**config.mk**
```make
export PLATFORM = sky130hd
export DESIGN_NAME = btg_top
export DESIGN_NICKNAME = d
export VERILOG_FILES = /design/src/btg_pkg.sv /design/src/btg_top.sv /design/src/btg_wave.sv
export SDC_FILE = /design/constraint.sdc
export NUM_CORES = 1
export LEC_CHECK = 0
export CORE_MARGIN = 1
export CORE_UTILIZATION = 48
export CTS_CLUSTER_DIAMETER = 30
export DETAILED_ROUTE_END_ITERATION = 8
export DONT_BUFFER_PORTS = 1
export MAX_ROUTING_LAYER = met4
export SYNTH_ARGS = -nofsm -noshare
export SYNTH_HDL_FRONTEND = slang
export SYNTH_SLANG_ARGS = --single-unit
```
**constraint.sdc**
```tcl
create_clock -name clock -period 3.2 [get_ports clock]
set_clock_uncertainty 0.15 [all_clocks]
set_input_delay 0.48 -clock clock [delete_from_list [all_inputs] [get_ports clock]]
set_output_delay 0.48 -clock clock [all_outputs]
set_load 0.01 [all_outputs]
```
**src/btg_pkg.sv**
```systemverilog
// Shared constants, types and helpers of the buzzer tone generator
`default_nettype none

package btg_pkg;

    // Register bus
    localparam int unsigned ADDR_W = 16;
    localparam int unsigned DATA_W = 4;

    typedef struct packed {
        logic [ADDR_W-1:0] addr;
        logic [DATA_W-1:0] wdata;
        logic              wr;
        logic              rd;
    } btg_bus_req_t;

    // Register offsets
    localparam logic [ADDR_W-1:0] ENV_CTRL_ADDR  = 16'hff6c;
    localparam logic [ADDR_W-1:0] ONE_SHOT_ADDR  = 16'hff6d;
    localparam logic [ADDR_W-1:0] FREQ_SEL_ADDR  = 16'hff6e;
    localparam logic [ADDR_W-1:0] DUTY_SEL_ADDR  = 16'hff6f;

    // Field positions, envelope_and_enable_control
    localparam int unsigned BIT_OUT_EN       = 0;
    localparam int unsigned BIT_ENV_EN       = 1;
    localparam int unsigned BIT_ENV_RESTART  = 2;
    localparam int unsigned BIT_ENV_STEP_SEL = 3;
    // Field positions, one_shot_control
    localparam int unsigned BIT_PULSE_LEN    = 0;
    localparam int unsigned BIT_PULSE_TRIG   = 1;
    localparam int unsigned BIT_PULSE_ABORT  = 2;

    // Reset values
    localparam logic [2:0] SEL_RESET   = 3'h0;
    localparam logic       FLAG_RESET  = 1'b0;
    localparam logic [2:0] LEVEL_MAX   = 3'h0;
    localparam logic [2:0] LEVEL_MIN   = 3'h7;

    // Time base: both edges of the 32.768 kHz oscillator give half ticks
    localparam int unsigned OSC_HZ        = 32768;
    localparam int unsigned HALF_TICK_HZ  = 2 * OSC_HZ;
    localparam int unsigned SYNC_HZ       = 256;
    localparam int unsigned SYNC_DIV      = HALF_TICK_HZ / SYNC_HZ;
    localparam int unsigned ENV_FAST_US   = 62500;
    localparam int unsigned ENV_SLOW_US   = 125000;
    localparam int unsigned PULSE_SHORT_US = 31250;
    localparam int unsigned PULSE_LONG_US  = 125000;
    // The slow step is 8192 half ticks, one more than 13 bits can hold
    localparam logic [13:0] ENV_FAST_HT   = 14'(ENV_FAST_US * 64'(HALF_TICK_HZ) / 1000000);
    localparam logic [13:0] ENV_SLOW_HT   = 14'(ENV_SLOW_US * 64'(HALF_TICK_HZ) / 1000000);
    localparam logic [5:0]  PULSE_SHORT_T = 6'(PULSE_SHORT_US * SYNC_HZ / 1000000);
    localparam logic [5:0]  PULSE_LONG_T  = 6'(PULSE_LONG_US * SYNC_HZ / 1000000);
    localparam logic [7:0]  SYNC_LAST     = 8'(SYNC_DIV - 1);

    // Tone period in half ticks for the low four selections
    localparam logic [5:0] PERIOD_16 = 6'h10;
    localparam logic [5:0] PERIOD_20 = 6'h14;
    localparam logic [5:0] PERIOD_24 = 6'h18;
    localparam logic [5:0] PERIOD_28 = 6'h1c;
    localparam logic [5:0] HIGH_BASE_LO = 6'h08;
    localparam logic [5:0] HIGH_BASE_HI = 6'h0c;

    typedef enum logic [1:0] {
        OS_IDLE,
        OS_WAIT,
        OS_RUN
    } btg_os_state_t;

    function automatic logic [5:0] btg_period(input logic [2:0] sel);
        logic [5:0] base;
        base = PERIOD_16;
        case (sel[1:0])
            2'h0: base = PERIOD_16;
            2'h1: base = PERIOD_20;
            2'h2: base = PERIOD_24;
            default: base = PERIOD_28;
        endcase
        return sel[2] ? 6'(base << 1) : base;
    endfunction : btg_period

    function automatic logic [5:0] btg_active_len(input logic [2:0] sel, input logic [2:0] level);
        logic [5:0] n;
        n = (sel[1] ? HIGH_BASE_HI : HIGH_BASE_LO) - {3'h0, level};
        return sel[2] ? 6'(n << 1) : n;
    endfunction : btg_active_len

endpackage : btg_pkg

`default_nettype wire

```
**src/btg_top.sv**
```systemverilog
// Buzzer tone generator: registers, envelope, one-shot and pin drive
// Contract
// - Output enable drives tone on pin; disabled pin stays high except during a one-shot burst; bit reads back.
// - Frequency select divides oscillator into eight tones from 4096.0 to 1170.3 Hz.
// - Duty level n gives (8-n) or (12-n) parts of 16, 20, 24, 28.
// - With envelope on, duty comes from the envelope, not the duty select.
// - Envelope restart returns to maximum; ignored if envelope off and silent; reads 0.
// - Envelope enable applies decaying duty while tone is out; bit reads back. The level steps only under continuous output, not in a one-shot.
// - Envelope steps every 125 ms if step select is 1, else 62.5 ms.
// - Pulse length select gives 125 ms or 31.25 ms one-shot, continuous unaffected.
// - Trigger write starts a one-shot burst that ends after the selected length.
// - Trigger ignored while continuous output is enabled.
// - Retrigger during a burst restarts the full length from then.
// - Trigger status reads 1 while a burst runs, 0 when ready.
// - Abort during a burst ends it early; otherwise no effect; reads 0.
// - Bit 3 of one-shot, frequency and duty registers has no storage, reads 0.
// - Reset clears every control field and the busy status.
// - Enabling output with envelope on starts at level 0, steps to 7, holds.
// - One-shot start and end, early stop included, align to the 256 Hz tick.
//
// The plain strobed port is this design's own decision.
`default_nettype none
`timescale 1ns/1ps

module btg_top
    import btg_pkg::*;
(
    // Clock, reset and clock enable
    input  wire logic              clock,
    input  wire logic              rst_b,
    input  wire logic              ce,
    // Register port
    input  wire btg_bus_req_t      bus_req,
    output logic [DATA_W-1:0]      rd_data,
    // Oscillator pin, 32.768 kHz
    input  wire logic              osc_in,
    // Buzzer pin, high when inactive
    output logic                   tone_output_pin
);

    ////////////////////////////////////////////////////////////////////////////////
    // Oscillator synchroniser and time base

    logic        osc_s1_ff;
    logic        osc_s2_ff;
    logic        osc_s3_ff;
    logic        osc_lvl_ff;
    logic        half_tick;
    logic [7:0]  sync_cnt_ff;
    logic        tick256;

    always_ff @(posedge clock or negedge rst_b) begin
        if (!rst_b) begin
            osc_s1_ff  <= 1'b0;
            osc_s2_ff  <= 1'b0;
            osc_s3_ff  <= 1'b0;
            osc_lvl_ff <= 1'b0;
        end else if (ce) begin
            osc_s1_ff <= osc_in;
            osc_s2_ff <= osc_s1_ff;
            osc_s3_ff <= osc_s2_ff;
            if (osc_s2_ff == osc_s3_ff) begin
                osc_lvl_ff <= osc_s3_ff;
            end
        end
    end

    // Both oscillator edges count, giving the resolution the duty tables need
    assign half_tick = (osc_s2_ff == osc_s3_ff) && (osc_s3_ff != osc_lvl_ff);

    always_ff @(posedge clock or negedge rst_b) begin
        if (!rst_b) begin
            sync_cnt_ff <= 8'h00;
        end else if (ce && half_tick) begin
            sync_cnt_ff <= sync_cnt_ff + 8'h01;
        end
    end

    assign tick256 = half_tick && (sync_cnt_ff == SYNC_LAST);

    ////////////////////////////////////////////////////////////////////////////////
    // Register decode

    logic wr_env;
    logic wr_os;
    logic wr_freq;
    logic wr_duty;

    assign wr_env  = bus_req.wr && (bus_req.addr == ENV_CTRL_ADDR);
    assign wr_os   = bus_req.wr && (bus_req.addr == ONE_SHOT_ADDR);
    assign wr_freq = bus_req.wr && (bus_req.addr == FREQ_SEL_ADDR);
    assign wr_duty = bus_req.wr && (bus_req.addr == DUTY_SEL_ADDR);

    logic       out_en_ff;
    logic       env_en_ff;
    logic       env_step_sel_ff;
    logic       pulse_len_ff;
    logic [2:0] freq_sel_ff;
    logic [2:0] duty_sel_ff;

    always_ff @(posedge clock or negedge rst_b) begin
        if (!rst_b) begin
            out_en_ff       <= FLAG_RESET;
            env_en_ff       <= FLAG_RESET;
            env_step_sel_ff <= FLAG_RESET;
            pulse_len_ff    <= FLAG_RESET;
            freq_sel_ff     <= SEL_RESET;
            duty_sel_ff     <= SEL_RESET;
        end else if (ce) begin
            if (wr_env) begin
                out_en_ff       <= bus_req.wdata[BIT_OUT_EN];
                env_en_ff       <= bus_req.wdata[BIT_ENV_EN];
                env_step_sel_ff <= bus_req.wdata[BIT_ENV_STEP_SEL];
            end
            if (wr_os) begin
                pulse_len_ff <= bus_req.wdata[BIT_PULSE_LEN];
            end
            if (wr_freq) begin
                freq_sel_ff <= bus_req.wdata[2:0];
            end
            if (wr_duty) begin
                duty_sel_ff <= bus_req.wdata[2:0];
            end
        end
    end

    // Action bits are never stored: each write of 1 is a single pulse
    logic env_restart_wr;
    logic trig_wr;
    logic abort_wr;

    assign env_restart_wr = wr_env && bus_req.wdata[BIT_ENV_RESTART];
    assign trig_wr        = wr_os && bus_req.wdata[BIT_PULSE_TRIG];
    assign abort_wr       = wr_os && bus_req.wdata[BIT_PULSE_ABORT];

    ////////////////////////////////////////////////////////////////////////////////
    // One-shot sequencer

    btg_os_state_t os_state_ff;
    logic          pend_trig_ff;
    logic          pend_stop_ff;
    logic [5:0]    os_left_ff;
    logic          os_busy;
    logic          trig_ok;
    logic          abort_ok;

    assign os_busy  = (os_state_ff != OS_IDLE);
    assign trig_ok  = trig_wr && !out_en_ff;
    assign abort_ok = abort_wr && os_busy && !trig_ok;

    // Requests are parked until the next 256 Hz tick; a trigger beats an abort
    always_ff @(posedge clock or negedge rst_b) begin
        if (!rst_b) begin
            pend_trig_ff <= 1'b0;
            pend_stop_ff <= 1'b0;
        end else if (ce) begin
            if (trig_ok) begin
                pend_trig_ff <= 1'b1;
                pend_stop_ff <= 1'b0;
            end else if (abort_ok) begin
                pend_trig_ff <= 1'b0;
                pend_stop_ff <= 1'b1;
            end else if (tick256) begin
                pend_trig_ff <= 1'b0;
                pend_stop_ff <= 1'b0;
            end
        end
    end

    always_ff @(posedge clock or negedge rst_b) begin
        if (!rst_b) begin
            os_state_ff <= OS_IDLE;
            os_left_ff  <= 6'h00;
        end else if (ce) begin
            case (os_state_ff)
                OS_IDLE: begin
                    if (trig_ok) begin
                        os_state_ff <= OS_WAIT;
                    end
                end
                OS_WAIT, OS_RUN: begin
                    if (tick256 && !trig_ok) begin
                        if (pend_trig_ff) begin
                            os_state_ff <= OS_RUN;
                            os_left_ff  <= pulse_len_ff ? PULSE_LONG_T : PULSE_SHORT_T;
                        end else if (pend_stop_ff || (os_left_ff == 6'h01)) begin
                            os_state_ff <= OS_IDLE;
                            os_left_ff  <= 6'h00;
                        end else if (os_state_ff == OS_RUN) begin
                            os_left_ff <= os_left_ff - 6'h01;
                        end
                    end
                end
                default: begin
                    os_state_ff <= OS_IDLE;
                end
            endcase
        end
    end

    ////////////////////////////////////////////////////////////////////////////////
    // Digital envelope

    logic       tone_run;
    logic       env_restart_ok;
    logic       out_en_rise;
    logic [2:0] env_level_ff;
    logic [13:0] env_cnt_ff;
    logic [13:0] env_limit;

    assign tone_run       = out_en_ff || (os_state_ff == OS_RUN);
    assign env_restart_ok = env_restart_wr && (env_en_ff || tone_run);
    assign out_en_rise    = wr_env && bus_req.wdata[BIT_OUT_EN] && !out_en_ff;
    assign env_limit      = env_step_sel_ff ? ENV_SLOW_HT : ENV_FAST_HT;

    // Steps only under continuous output; a one-shot burst on its own never steps it
    always_ff @(posedge clock or negedge rst_b) begin
        if (!rst_b) begin
            env_level_ff <= LEVEL_MAX;
            env_cnt_ff   <= 14'h0000;
        end else if (ce) begin
            if (env_restart_ok || out_en_rise) begin
                env_level_ff <= LEVEL_MAX;
                env_cnt_ff   <= 14'h0000;
            end else if (env_en_ff && out_en_ff && half_tick) begin
                if (env_cnt_ff == env_limit - 14'h0001) begin
                    env_cnt_ff <= 14'h0000;
                    if (env_level_ff != LEVEL_MIN) begin
                        env_level_ff <= env_level_ff + 3'h1;
                    end
                end else begin
                    env_cnt_ff <= env_cnt_ff + 14'h0001;
                end
            end
        end
    end

    ////////////////////////////////////////////////////////////////////////////////
    // Waveform and pin

    logic [2:0] level_sel;
    logic       wave;
    logic       pin_ff;

    assign level_sel = env_en_ff ? env_level_ff : duty_sel_ff;

    btg_wave u_wave (
        .clock     (clock),
        .rst_b     (rst_b),
        .ce        (ce),
        .half_tick (half_tick),
        .run       (tone_run),
        .freq_sel  (freq_sel_ff),
        .level     (level_sel),
        .wave      (wave)
    );

    // Active part of the wave pulls the pin low; idle pin rests high
    always_ff @(posedge clock or negedge rst_b) begin
        if (!rst_b) begin
            pin_ff <= 1'b1;
        end else if (ce) begin
            pin_ff <= !(tone_run && wave);
        end
    end

    assign tone_output_pin = pin_ff;

    ////////////////////////////////////////////////////////////////////////////////
    // Read-back

    logic [DATA_W-1:0] rd_data_ff;
    logic [DATA_W-1:0] nxt_rd_data;

    always_comb begin
        nxt_rd_data = 4'h0;
        case (bus_req.addr)
            ENV_CTRL_ADDR: nxt_rd_data = {env_step_sel_ff, 1'b0, env_en_ff, out_en_ff};
            ONE_SHOT_ADDR: nxt_rd_data = {2'b00, os_busy, pulse_len_ff};
            FREQ_SEL_ADDR: nxt_rd_data = {1'b0, freq_sel_ff};
            DUTY_SEL_ADDR: nxt_rd_data = {1'b0, duty_sel_ff};
            default:       nxt_rd_data = 4'h0;
        endcase
    end

    always_ff @(posedge clock or negedge rst_b) begin
        if (!rst_b) begin
            rd_data_ff <= 4'h0;
        end else if (ce) begin
            rd_data_ff <= bus_req.rd ? nxt_rd_data : 4'h0;
        end
    end

    assign rd_data = rd_data_ff;
endmodule : btg_top

`default_nettype wire

```
**src/btg_wave.sv**
```systemverilog
// Tone waveform: divided period with a selectable active portion
`default_nettype none
`timescale 1ns/1ps

module btg_wave
    import btg_pkg::*;
(
    // Clock and reset
    input  wire logic       clock,
    input  wire logic       rst_b,
    input  wire logic       ce,
    // Timing and control
    input  wire logic       half_tick,
    input  wire logic       run,
    input  wire logic [2:0] freq_sel,
    input  wire logic [2:0] level,
    // Waveform, high while the pin is to be pulled active
    output logic            wave
);

    logic [5:0] phase_ff;
    logic [5:0] nxt_phase;
    logic       wave_ff;

    always_comb begin
        nxt_phase = phase_ff + 6'h01;
        if (nxt_phase >= btg_period(freq_sel)) begin
            nxt_phase = 6'h00;
        end
    end

    // Phase restarts when stopped so each burst opens with a full active part
    always_ff @(posedge clock or negedge rst_b) begin
        if (!rst_b) begin
            phase_ff <= 6'h00;
        end else if (ce) begin
            if (!run) begin
                phase_ff <= 6'h00;
            end else if (half_tick) begin
                phase_ff <= nxt_phase;
            end
        end
    end

    always_ff @(posedge clock or negedge rst_b) begin
        if (!rst_b) begin
            wave_ff <= 1'b0;
        end else if (ce) begin
            wave_ff <= run && (phase_ff < btg_active_len(freq_sel, level));
        end
    end

    assign wave = wave_ff;

endmodule : btg_wave

`default_nettype wire

```
After elaboration in Yosys (flattened, before gate mapping)
Cells that the tools add are included.
- RAM bits: 0
- bits in latches: 0
- memories kept: 0
- ROM bits: 0
- register bits: 61
- reductions and logical operators: 48
- div/mod/pow operators: 0
- eq/ne operators: 18
- shift-type cells: 0
- multiply operators: 0
- bitwise gates (word level): 0
- $lt $le $gt $ge: 2
- add/sub/neg operators: 7
- mux-type cells: 32
- operator list (kind ; count):
    $eq A16 B16 Y1 const B ; 4
    $mux W14 ; 4
    $mux W6 ; 9
    $logic_and A1 B1 Y1 ; 21
    $mux W3 ; 6
    $pmux W4 S4 ; 1
    $reduce_and A2 Y1 ; 8
    $add A14 B1 Y14 const B ; 1
    $eq A14 B14 Y1 ; 1
    $sub A14 B1 Y14 const B ; 1
    $pmux W4 S3 ; 1
    $reduce_and A4 Y1 ; 3
    $add A8 B1 Y8 const B ; 1
    $eq A8 B8 Y1 const B ; 1
    $mux W2 ; 4
    $reduce_bool A2 Y1 ; 4
    $add A6 B1 Y6 const B ; 1
    $eq A6 B1 Y1 const B ; 1
    $ge A6 B6 Y1 ; 1
    $lt A6 B6 Y1 ; 1
    $ne A2 B2 Y1 const B ; 3
    $ne A3 B3 Y1 const B ; 2
    $reduce_bool A3 Y1 ; 2
    $sub A6 B1 Y6 const B ; 1
    other kinds (13) ; 25

Depth between registers and ports, before layout
Gate-level depths: netlist (run 1).
- word-level depth: 8
- gate-level depth with buffers: 11

By module
From an unflattened synthesis (run 1), not the netlist that was laid out.
- cells, all modules: 382
- area total of the unflattened synthesis: 3789.9 um2
- modules (own cells, without submodules) (module ; cells an instance ; area each (um2) ; seq. area each (um2) ; instances):
    btg_top ; 302 ; 3101.7 ; 1352.5 ; 1
    btg_wave ; 80 ; 688.2 ; 175.2 ; 1

Worst setup path before layout (run 1)
Ideal clock, no wire load.
- kind: register to register
- start: reg env_en_ff
- end: reg u_wave.wave_ff (netlist: u_wave.wave)
- slack: 834 ps
- buffers on the path: 1
- arrival: 2096 ps
- period minus slack after synthesis: 2366 ps
- cell stages (with the launch flop): 11
- cell sequence: dfrtp_1 -> clkbuf_1 -> mux2i_1 -> ha_1 -> xnor2_1 -> mux2_2 -> ha_1 -> o21ai_0 -> a21oi_1 -> o21ai_0 -> a41o_1
- word-level cells in the longest chain between the ends: 5
- ends and longest elaborated chain (element ; RTL line ; RTL):
    start, declared ; btg_top.sv:95 ; logic env_en_ff;
    start signal, assigned ; btg_top.sv:112 ; env_en_ff <= bus_req.wdata[BIT_ENV_EN];
    $mux W3 ; btg_top.sv:245 ; assign level_sel = env_en_ff ? env_level_ff : duty_sel_ff;
    $sub A6 B3 Y6 ; btg_pkg.sv:83 ; n = (sel[1] ? HIGH_BASE_HI : HIGH_BASE_LO) - {3'h0, level};
    $mux W6 ; btg_pkg.sv:84 ; return sel[2] ? 6'(n << 1) : n;
    $lt A6 B6 Y1 ; btg_wave.sv:49 ; wave_ff <= run && (phase_ff < btg_active_len(freq_sel, level));
    $logic_and A1 B1 Y1 ; btg_wave.sv:49 ;
    end signal, assigned ; btg_wave.sv:49 ;
    end, declared ; btg_wave.sv:23 ; logic wave_ff;
No other way between the ends.
A chain may end at the register's enable or synchronous reset.

Worst setup path after layout (run 1)
- start: reg os_state_ff[0]
- end: reg env_cnt_ff[13]
- word-level cells in the longest chain between the ends: 7
- elaborated cells on any way between the ends: 8
- those cells by class: eq/ne (1); mux (1); reduce/logical (6)
- ends and longest elaborated chain (element ; RTL line ; RTL):
    start, declared ; btg_top.sv:139 ; btg_os_state_t os_state_ff;
    start signal, assigned ; btg_top.sv:172 ; os_state_ff <= OS_IDLE;
    start signal, assigned ; btg_top.sv:178 ; os_state_ff <= OS_WAIT;
    start signal, assigned ; btg_top.sv:184 ; os_state_ff <= OS_RUN;
    $eq A2 B2 Y1 * ; btg_top.sv:211 ; assign tone_run = out_en_ff || (os_state_ff == OS_RUN);
    $logic_or A1 B1 Y1 * ; btg_top.sv:211 ;
    $logic_or A1 B1 Y1 * ; btg_top.sv:212 ; assign env_restart_ok = env_restart_wr && (env_en_ff || tone_run);
    $logic_and A1 B1 Y1 * ; btg_top.sv:212 ;
    $logic_or A1 B1 Y1 * ; btg_top.sv:222 ; if (env_restart_ok || out_en_rise) begin
    $reduce_bool A2 Y1 (no line) ; n/a ;
    $reduce_and A2 Y1 (no line) ; n/a ;
    end signal, assigned ; btg_top.sv:232 ; env_cnt_ff <= env_cnt_ff + 14'h0001;
    end, declared ; btg_top.sv:208 ; logic [13:0] env_cnt_ff;
Every way passes the cells marked *; elsewhere a longest branch is shown, timed or not.

==> impl_metrics.yaml, run 1 <==
clocking:
  cts_tree: "yes"
  root_buffer: "clkbuf_8"
  clkTransAtPathRegs_ps: 60
  clock_path_buffers: 2
  cts_max_level: 3
  clk_latency_ps: 330
  cts_sinks: 61
  numCtsBuffers: 9
  ctsResizeCount: 0
  cts_setup_buffers: 0
floorplanning:
  pin_count: 31
  fp-row-count: 31
  die_y_um: 89.3
  die_w_um: 89.3
  core_area_um2: 7330
  start_util_pct: 49.9
  die_area_um2: 7980
yosys:
  ys_seq_area_share_pct: 41.7
  async_flop_share_pct: 100
  ys_seq_elements: 61
  syn-cell-area_um2: 3660
  synthTopCellsByArea: "dfrtp_1, ha_1, mux2_2"
  synth-main-ff-cell: "dfrtp_1"
  syn_inst: 373
  ys_types: 59
  synth_top_area_share_pct: 41.0
  synth_largest_area_cell: "dfrtp_1"
  synthesis.nets: 419
  synth_edf_count: 0
  avgSynthCellArea_um2: 9.82
  yosysWarnings: 0
worst_setup_path:
  start_kind: "flip-flop"
  crit_arrival_ps: 2620
  critPathKind: "reg -> reg"
  slowest_delay_ps: 440
  worstPathRequired_ps: 3280
  worstPathMaxFanout: 7
  critPathSlowestCell: "a21boi_0"
  path_cells: "inv_1 -> ha_1 -> o31ai_1 -> a21boi_0 -> and4_1 -> o21ai_0 -> a211oi_1"
  ff2ff_setup_slack_ps: 670
  cp_num_buf_inv: 1
  end_kind: "flip-flop"
  critPathTopFamily: "compound AO/OA/AOI/OAI gates"
final_layout:
  area_growth_pct: 8.58
  final_common_cell: "dfrtp_1"
  finish.utilization_pct: 54.2
  antenna_cells: 0
  nets: 426
  nFillCells: 661
  drive_gt1_share_pct: 12.3
  final_cell_mix: "dfrtp_1, nand2_1, inv_1"
placement:
  gp_congestion: 0.801
  numPortBuffers: 0
  hpwl_um: 5720
sta:
  relSlewSlack_pct: 51.5
  fin_crit_sh_pct: 79.2
  setup_tns_ps: 0
  rsz0062_at_grt: "no"
  worstMarginPinSlew_ps: 727
  maxSlewViolCount: 0
  final-hold-violation-count: 0
  finalSetupViolCount: 0
  fin_crit_ps: 2530
  fmax_ghz: 0.395
route:
  drc: 0
  vias: 2859
  antenna_left: 0
  wl_um: 7940
  routedWlPerCell_um: 16.5
  dr.pass1.iters: 4
  viasPerCell: 5.93
  drt_iter0_markers: 107
pwr:
  power.leakage_uw: 0.00172
  powerDensity_nw_per_um2: 393
  irDropWorstVdd_uv: 189
min_path:
  hold_path.class: "in -> reg"
global_routing:
  grt_pass1_wl_um: 13300
  track_usage_pct: 22.9
  grt_pass1_vias: 2697
  grt_overflow_total: 0
  antenna_found_initial: 0
  grt_max_degree: 62
outcome:
  run_status: "finished, final reports clean"
job:
  drv_cap: 0
kinds of logic after synthesis:
group | synth area share, %
AND/OR/NAND/NOR | 17.8
AO/OA/AOI/OAI | 18.5
flip-flops | 41.7
buffers and inverters | 3.62
multiplexers | 8.41
adder cells (fa/ha/maj) | 6.84
XOR/XNOR | 3.11
metrics by stage:
step                      setup WS [ps]  hold slack [ps]  instance area (µm²)  cells  total power, µW
after floorplan                     834             34.4                 3660    373              941
after global placement              716             36.6                 3770    466              954
after detailed placement            681             36.9                 3770    466              959
after CTS                           661             42.6                 3980    482             1590
after global routing                372             64.6                 3980    482             1640
final                               666             62.4                 3980    482             1560
cells in the mapped netlist, types with 2 or more instances:
master / count
a31oi_1: 5
inv_1: 24
o41ai_1: 5
nand3_1: 14
dfrtp_1: 60
xnor2_1: 9
nor3b_1: 2
and4_1: 2
xor2_1: 4
nor4_1: 7
and3_1: 9
a311o_1: 2
mux2_2: 18
mux4_2: 2
ha_1: 20
a21boi_0: 2
and2_1: 2
nor2b_1: 5
o21ai_0: 21
a32o_1: 4
nand2_1: 33
o31ai_1: 2
o22ai_1: 2
clkbuf_1: 6
nand2b_1: 6
nor2_1: 16
a21o_1: 5
a22o_1: 5
o2111ai_1: 6
nor3_1: 9
mux2i_1: 6
buf_2: 3
a21oi_1: 17
nand4_1: 9
a211oi_1: 5
nand3b_1: 3
final timing paths:
| check | cells after the start | endpoint | start |
|---|---|---|---|
| worst max-delay path | 7 | env_cnt_ff[13]$_DFFE_PN0P_ | os_state_ff[0]$_DFFE_PN0P_ |
| worst max register to register | 7 | env_cnt_ff[13]$_DFFE_PN0P_ | os_state_ff[0]$_DFFE_PN0P_ |
| max in group asynchronous | 2 | tone_output_pin$_DFFE_PN1P_ | rst_b |
| min in group asynchronous | 2 | sync_cnt_ff[5]$_DFFE_PN0P_ | rst_b |
| worst min-delay path | 1 | tone_output_pin$_DFFE_PN1P_ | ce |
| worst min register to register | 1 | tone_output_pin$_DFFE_PN1P_ | u_wave.wave$_DFFE_PN0P_ |
routing by layer:
metal	wire, µm	up-vias	share of wire (%)	GRT usage, %
met5	0	-	0	-
met4	110	0	1.4	7.07
met3	298	9	3.8	4.89
met2	3580	56	45	34.3
met1	3940	1385	50	31.0
li1	-	1409	-	-
registers in the layout (all words and copies together), names as in the netlist:
register,count
pulse_len_ff,1
out_en_ff,1
env_level_ff,3
os_left_ff,6
env_cnt_ff,14
freq_sel_ff,3
u_wave.phase_ff,6
duty_sel_ff,3
env_step_sel_ff,1
pend_trig_ff,1
env_en_ff,1
osc_s2_ff,1
sync_cnt_ff,8
osc_lvl_ff,1
os_state_ff,2
rd_data,4
osc_s1_ff,1
u_wave.wave,1
osc_s3_ff,1
pend_stop_ff,1
tone_output_pin,1
where the power goes:
part	internal, µW	switching, µW
combinational	52.2	61.8
sequential	811	38.6
clock	312	287
area by class of cell:
class / instances / area (µm²) / share of cell area (%)
Multi-Input combinational cell: 278 / 2000 / 50.3
Clock buffer: 12 / 155 / 3.90
Timing Repair Buffer: 6 / 67.6 / 1.70
Clock inverter: 2 / 10.0 / 0.252
Inverter: 24 / 90.1 / 2.27
Tap cell: 99 / 124 / 3.12
Sequential cell: 61 / 1530 / 38.4
repair_timing:
action                                  CTS  global route
hold endpoints to repair                 61             0
endpoints found under the setup margin    0             0
hold buffers                              2             0
Power figures use the tool's default switching activity.
==> run 2: changes to the inputs <==
Settings changed: PLACE_DENSITY from default to 0.65.
Clock period 3.2 ns to 2.1 ns, I/O delays scaled along.
==> run 2 against run 1 <==
The flow now finishes with violations (setup timing). Core utilization grew 16 points. Clock power grew 100%. Critical path depth grew 2. First-iteration DRC count grew 51%. Register-to-register slack lost 800 ps. Power grew 79%. Maximum frequency grew 13%. Wire length grew 26%. Clock-buffer cell count shrank 3. Cell area grew 29%. Non-clock buffer count grew 85. Critical path type unchanged. Highest routed layer unchanged.
==> impl_metrics.yaml, run 2 (synthesized netlist as in run 1, its figures left out) <==
outcome:
  run_status: "complete, but fails checks"
  violations: "setup timing"
pwr:
  powerDensity_nw_per_um2: 545
  irDropWorstVdd_uv: 514
  power.total_uw: 2800
  power.leakage_uw: 0.00223
route:
  highest_layer: "met4"
  vias: 3335
  antenna_left: 0
  route.met2.wl_um: 4760
  viasPerCell: 5.86
  dr.pass1.iters: 4
  wl_met3_um: 567
  drt_iter0_markers: 162
  drc: 0
  routedWlPerCell_um: 17.5
  wl_um: 9980
  met1Wirelength_um: 4410
floorplanning:
  die_w_um: 89.3
  start_util_pct: 49.9
  core_area_um2: 7330
  die_y_um: 89.3
  die_area_um2: 7980
  pin_count: 31
  fp-row-count: 31
global_routing:
  grt_overflow_total: 0
  grt_max_degree: 62
  grt_pass1_vias: 3161
  track_usage_pct: 26.1
  antenna_found_initial: 0
  grt_pass1_wl_um: 15100
clocking:
  clkTransAtPathRegs_ps: 80
  clock_path_buffers: 2
  numCtsBuffers: 9
  root_buffer: "clkbuf_8"
  cts_max_level: 3
  cts_tree: "yes"
  cts_sinks: 61
  clk_latency_ps: 360
final_layout:
  layout_top_registers: "env_cnt_ff: 14 flops, sync_cnt_ff: 8 flops"
  regMostFlops: "env_cnt_ff"
  finish.utilization_pct: 70.2
  nets: 511
  fin_area_um2: 5140
  antenna_cells: 0
  final_cell_mix: "buf_4, dfrtp_1, nand2_1"
  final_common_cell: "buf_4"
  largest_reg_flops: 14
  area_growth_pct: 40.5
  drive_gt1_share_pct: 38.9
job:
  drv_cap: 0
placement:
  placed_area_um2: 4210
  gp_congestion: 0.853
  numPortBuffers: 0
  hpwl_um: 6250
min_path:
  hold_path.class: "in -> reg"
  holdPathStages: 2
sta:
  worstMarginPinSlew_ps: 617
  whs_ps: 20.6
  fin_crit_ps: 2230
  fin_crit_sh_pct: 106
  maxSlewViolCount: 0
  relSlewSlack_pct: 58.5
  final-hold-violation-count: 0
  fmax_ghz: 0.448
  finalSetupViolCount: 19
  rsz0062_at_grt: "yes"
  worst_slack_ps: -133
worst_setup_path:
  worstPathMaxFanout: 4
  worstPathRequired_ps: 2190
  end_kind: "flip-flop"
  critPathKind: "reg -> reg"
  start_kind: "flip-flop"
  r2r_cells: 9
  crit_arrival_ps: 2330
==> run 2: worst paths after layout <==
path,startpoint,endpoint,slack (ps)
max,env_en_ff$_DFFE_PN0P_,u_wave.wave$_DFFE_PN0P_,-130
min reg2reg,u_wave.wave$_DFFE_PN0P_,tone_output_pin$_DFFE_PN1P_,280
max in group asynchronous,rst_b,tone_output_pin$_DFFE_PN1P_,1110
min,ce,osc_lvl_ff$_DFFE_PN0P_,20
max reg2reg,env_en_ff$_DFFE_PN0P_,u_wave.wave$_DFFE_PN0P_,-130
min in group asynchronous,rst_b,rd_data[0]$_DFFE_PN0P_,370
==> run 2: report_power, final <==
part	switching, µW	total [µW]	internal (µW)	leakage, µW
logic	149	323	174	0.00130
registers	49.5	1280	1230	0.000821
clock network	523	1200	673	0.000110
==> run 2: area by class of cell <==
type | instances | area [µm²]
Clock buffer | 9 | 124
Sequential cell | 61 | 1530
Multi-Input combinational cell | 278 | 2410
Fill cell | 516 | 2190
Timing Repair Buffer | 91 | 772
Tap cell | 99 | 124
Inverter | 24 | 90.1
Clock inverter | 7 | 98.8
==> run 2: critical path, stage by stage (launching register included) <==
cell,delay [ps]
dfrtp_2,450
mux2i_1,130
ha_1,330
a31oi_1,120
mux2_4,300
ha_4,260
o21ai_2,50
a21oi_2,100
o21ai_1,60
a41o_1,170
==> run 2: routing by layer <==
layer,GRT usage [%],up-vias
met2,39.5,114
met4,12.0,0
met3,4.89,21
li1,-,1581
met5,-,-
met1,33.9,1619
==> run 2: timing repair <==
| item | in CTS | in global routing |
|---|---|---|
| buffers inserted | 8 | 15 |
| cloned | 0 | 1 |
| pin swaps | 17 | 27 |
| gates resized for setup | 20 | 75 |
| hold endpoints to repair | 79 | 0 |
| endpoints found under the setup margin | 22 | 32 |
| hold buffers | 9 | 0 |
==> run 2: per-stage QoR <==
step | setup WS (ps) | std cells | setup TNS, ps
finish | -133 | 569 | -1020
global route | -226 | 569 | -2920
CTS | -181 | 555 | -292
detailed placement | -217 | 523 | -966
global placement | -176 | 523 | -299
floorplan | -156 | 373 | -198
==> run 3: changes to the inputs <==
==> constraint.sdc (replaced) <==
create_clock -name clock -period 2.1 [get_ports clock]
set_clock_uncertainty 0.15 [all_clocks]
set_input_delay 0.105 -clock clock [delete_from_list [all_inputs] [get_ports clock]]
set_output_delay 0.105 -clock clock [all_outputs]
set_load 0.01 [all_outputs]
==> run 3 against run 2 <==
The flow still finishes with violations (setup timing). Power fell by 4.6%. Largest cell class unchanged. Sequential cell count stayed put. Critical path type unchanged. Worst setup slack got worse by 83 ps. Wire length down 0.97%. Register-to-register slack got worse by 80 ps.
==> impl_metrics.yaml, run 3 (synthesized netlist as in run 1, its figures left out) <==
route:
  viasPerCell: 5.95
  antenna_left: 0
  dr.pass1.iters: 4
  drc: 0
  vias: 3338
  wl_um: 9880
  drt_iter0_markers: 162
  routedWlPerCell_um: 17.6
clocking:
  clkTransAtPathRegs_ps: 90
  cts_tree: "yes"
  numCtsBuffers: 9
  cts_sinks: 61
  cts_max_level: 3
  clock_path_buffers: 2
  root_buffer: "clkbuf_8"
  clk_latency_ps: 360
worst_setup_path:
  crit_arrival_ps: 2400
  worstPathMaxFanout: 3
  ff2ff_setup_slack_ps: -220
  slowest_delay_ps: 420
  path_cells: "mux2i_1 -> ha_1 -> xnor2_2 -> mux2_4 -> ha_4 -> o21ai_2 -> a21oi_1 -> o21ai_1 -> a41o_1"
  worstReg2RegEnd: "u_wave.wave$_DFFE_PN0P_"
  critPathSlowestCell: "dfrtp_1"
  critPathKind: "reg -> reg"
  reg2reg_from: "env_en_ff$_DFFE_PN0P_"
  worstPathRequired_ps: 2190
  end_kind: "flip-flop"
  start_kind: "flip-flop"
  r2r_cells: 9
final_layout:
  final_cell_mix: "dfrtp_1, buf_4, nand2_1"
  layout_top_registers: "env_cnt_ff: 14 flops, sync_cnt_ff: 8 flops"
  area_growth_pct: 37.3
  fin_area_um2: 5030
  regMostFlops: "env_cnt_ff"
  largest_reg_flops: 14
  nets: 502
  drive_gt1_share_pct: 36.2
  finish.utilization_pct: 68.6
  nFillCells: 518
  final_common_cell: "dfrtp_1"
pwr:
  p_int_uw: 1940
  powerDensity_nw_per_um2: 532
  combPwrFrac_pct: 11.4
  p_clk_share_pct: 40.6
  pwr-share-seq_pct: 48.0
  irDropWorstVdd_uv: 479
  power.leakage_uw: 0.00217
  netSwitchingPower_uw: 729
  p_sw_share_pct: 27.3
placement:
  numPortBuffers: 0
  gp_congestion: 0.870
  hpwl_um: 6220
  place_ws_ps: -229
  placed_area_um2: 4230
min_path:
  holdPathEnd: "os_left_ff[5]$_DFFE_PN0P_"
  hp-start: "ce"
  hold_path.class: "in -> reg"
  holdPathStages: 5
sta:
  rsz0062_at_grt: "yes"
  fmax_ghz: 0.432
  finalSetupViolCount: 9
  maxSlewViolCount: 0
  worst_slack_ps: -216
  setup_tns_ps: -560
  final-hold-violation-count: 0
  relSlewSlack_pct: 55.3
  fin_crit_ps: 2320
  whs_ps: 39.9
  fin_crit_sh_pct: 110
  worstMarginPinSlew_ps: 666
global_routing:
  grt_max_degree: 62
  met3_usage_pct: 6.83
  track_usage_pct: 26.5
  met1_usage_pct: 34.5
  grt_pass1_vias: 3206
  grt_overflow_total: 0
  grt_use_met2_pct: 39.6
  antenna_found_initial: 0
  busiest_layer: "met2"
  grt_pass1_wl_um: 15300
floorplanning:
  die_w_um: 89.3
  die_y_um: 89.3
  core_area_um2: 7330
  die_area_um2: 7980
  start_util_pct: 49.9
  pin_count: 31
  fp-row-count: 31
job:
  drv_cap: 0
outcome:
  run_status: "complete, but fails checks"
  violations: "setup timing"
-- run 3: cell count changes in the layout (fill, tap and decap cells not counted), moves of 3 or more --
cell       before  now
buf_4          69   57
o41ai_4         1    4
a21oi_1         6   13
a21oi_2         8    3
o2111ai_2       4    1
o2111ai_1       1    5
-- run 3: cell type report --
type | count | area (µm²) | share of cell area [%]
clock inverter | 7 | 73.8 | 1.47
timing repair buffer | 82 | 713 | 14.2
clock buffer | 9 | 124 | 2.46
tap | 99 | 124 | 2.46
sequential | 61 | 1530 | 30.4
inverter | 24 | 92.6 | 1.84
multi-input combinational | 278 | 2370 | 47.1
antenna | 1 | 2.50 | 0.0498
-- run 3: worst max path at each step --
stage	to	slack (ps)	depth (start not counted)	startpoint
2_1_floorplan	u_wave.wave$_DFFE_PN0P_	-160	10	env_en_ff$_DFFE_PN0P_
3_3_place_gp	u_wave.wave$_DFFE_PN0P_	-170	9	env_en_ff$_DFFE_PN0P_
3_5_place_dp	u_wave.wave$_DFFE_PN0P_	-230	9	env_en_ff$_DFFE_PN0P_
4_1_cts	u_wave.wave$_DFFE_PN0P_	-170	9	env_en_ff$_DFFE_PN0P_
5_1_grt	u_wave.wave$_DFFE_PN0P_	-330	9	env_en_ff$_DFFE_PN0P_
6_report	u_wave.wave$_DFFE_PN0P_	-220	9	env_en_ff$_DFFE_PN0P_
-- run 3: critical path: cells and delay by family (launching register included) --
kind / cells / cell delay, ps
DFF: 1 / 420
AOI/OAI and AO/OA: 4 / 410
muxes: 2 / 500
xor gates and xnor gates: 1 / 170
adders and majority gates: 2 / 560
-- run 3: timing repair --
item / in CTS / in global routing
cloned: 0 / 1
setup endpoints to repair: 24 / 29
buffers inserted: 3 / 5
pin swaps: 10 / 31
hold buffers: 11 / 0
hold endpoints to repair: 93 / 0
resized for setup: 19 / 72
-- run 3: through the flow --
step	instances	power (µW)
after floorplan	373	1440
after global placement	525	1520
after detailed placement	525	1530
after CTS	555	2680
after global routing	560	2790
final	561	2670
-- run 3: power by group through the flow --
stage,Combinational (µW),Clock (µW),Sequential (µW)
final,305,1090,1280
after global routing,337,1170,1290
after CTS,295,1100,1280
after detailed placement,221,0,1300
after global placement,214,0,1300
after floorplan,141,0,1300
-- run 3: routing by layer --
layer / wire length, µm / part of all wire [%] / vias up
met1: 4400 / 45 / 1658
met5: 0 / 0 / -
met2: 4770 / 48 / 97
li1: - / - / 1565
met4: 206 / 2.1 / 0
met3: 501 / 5.1 / 18
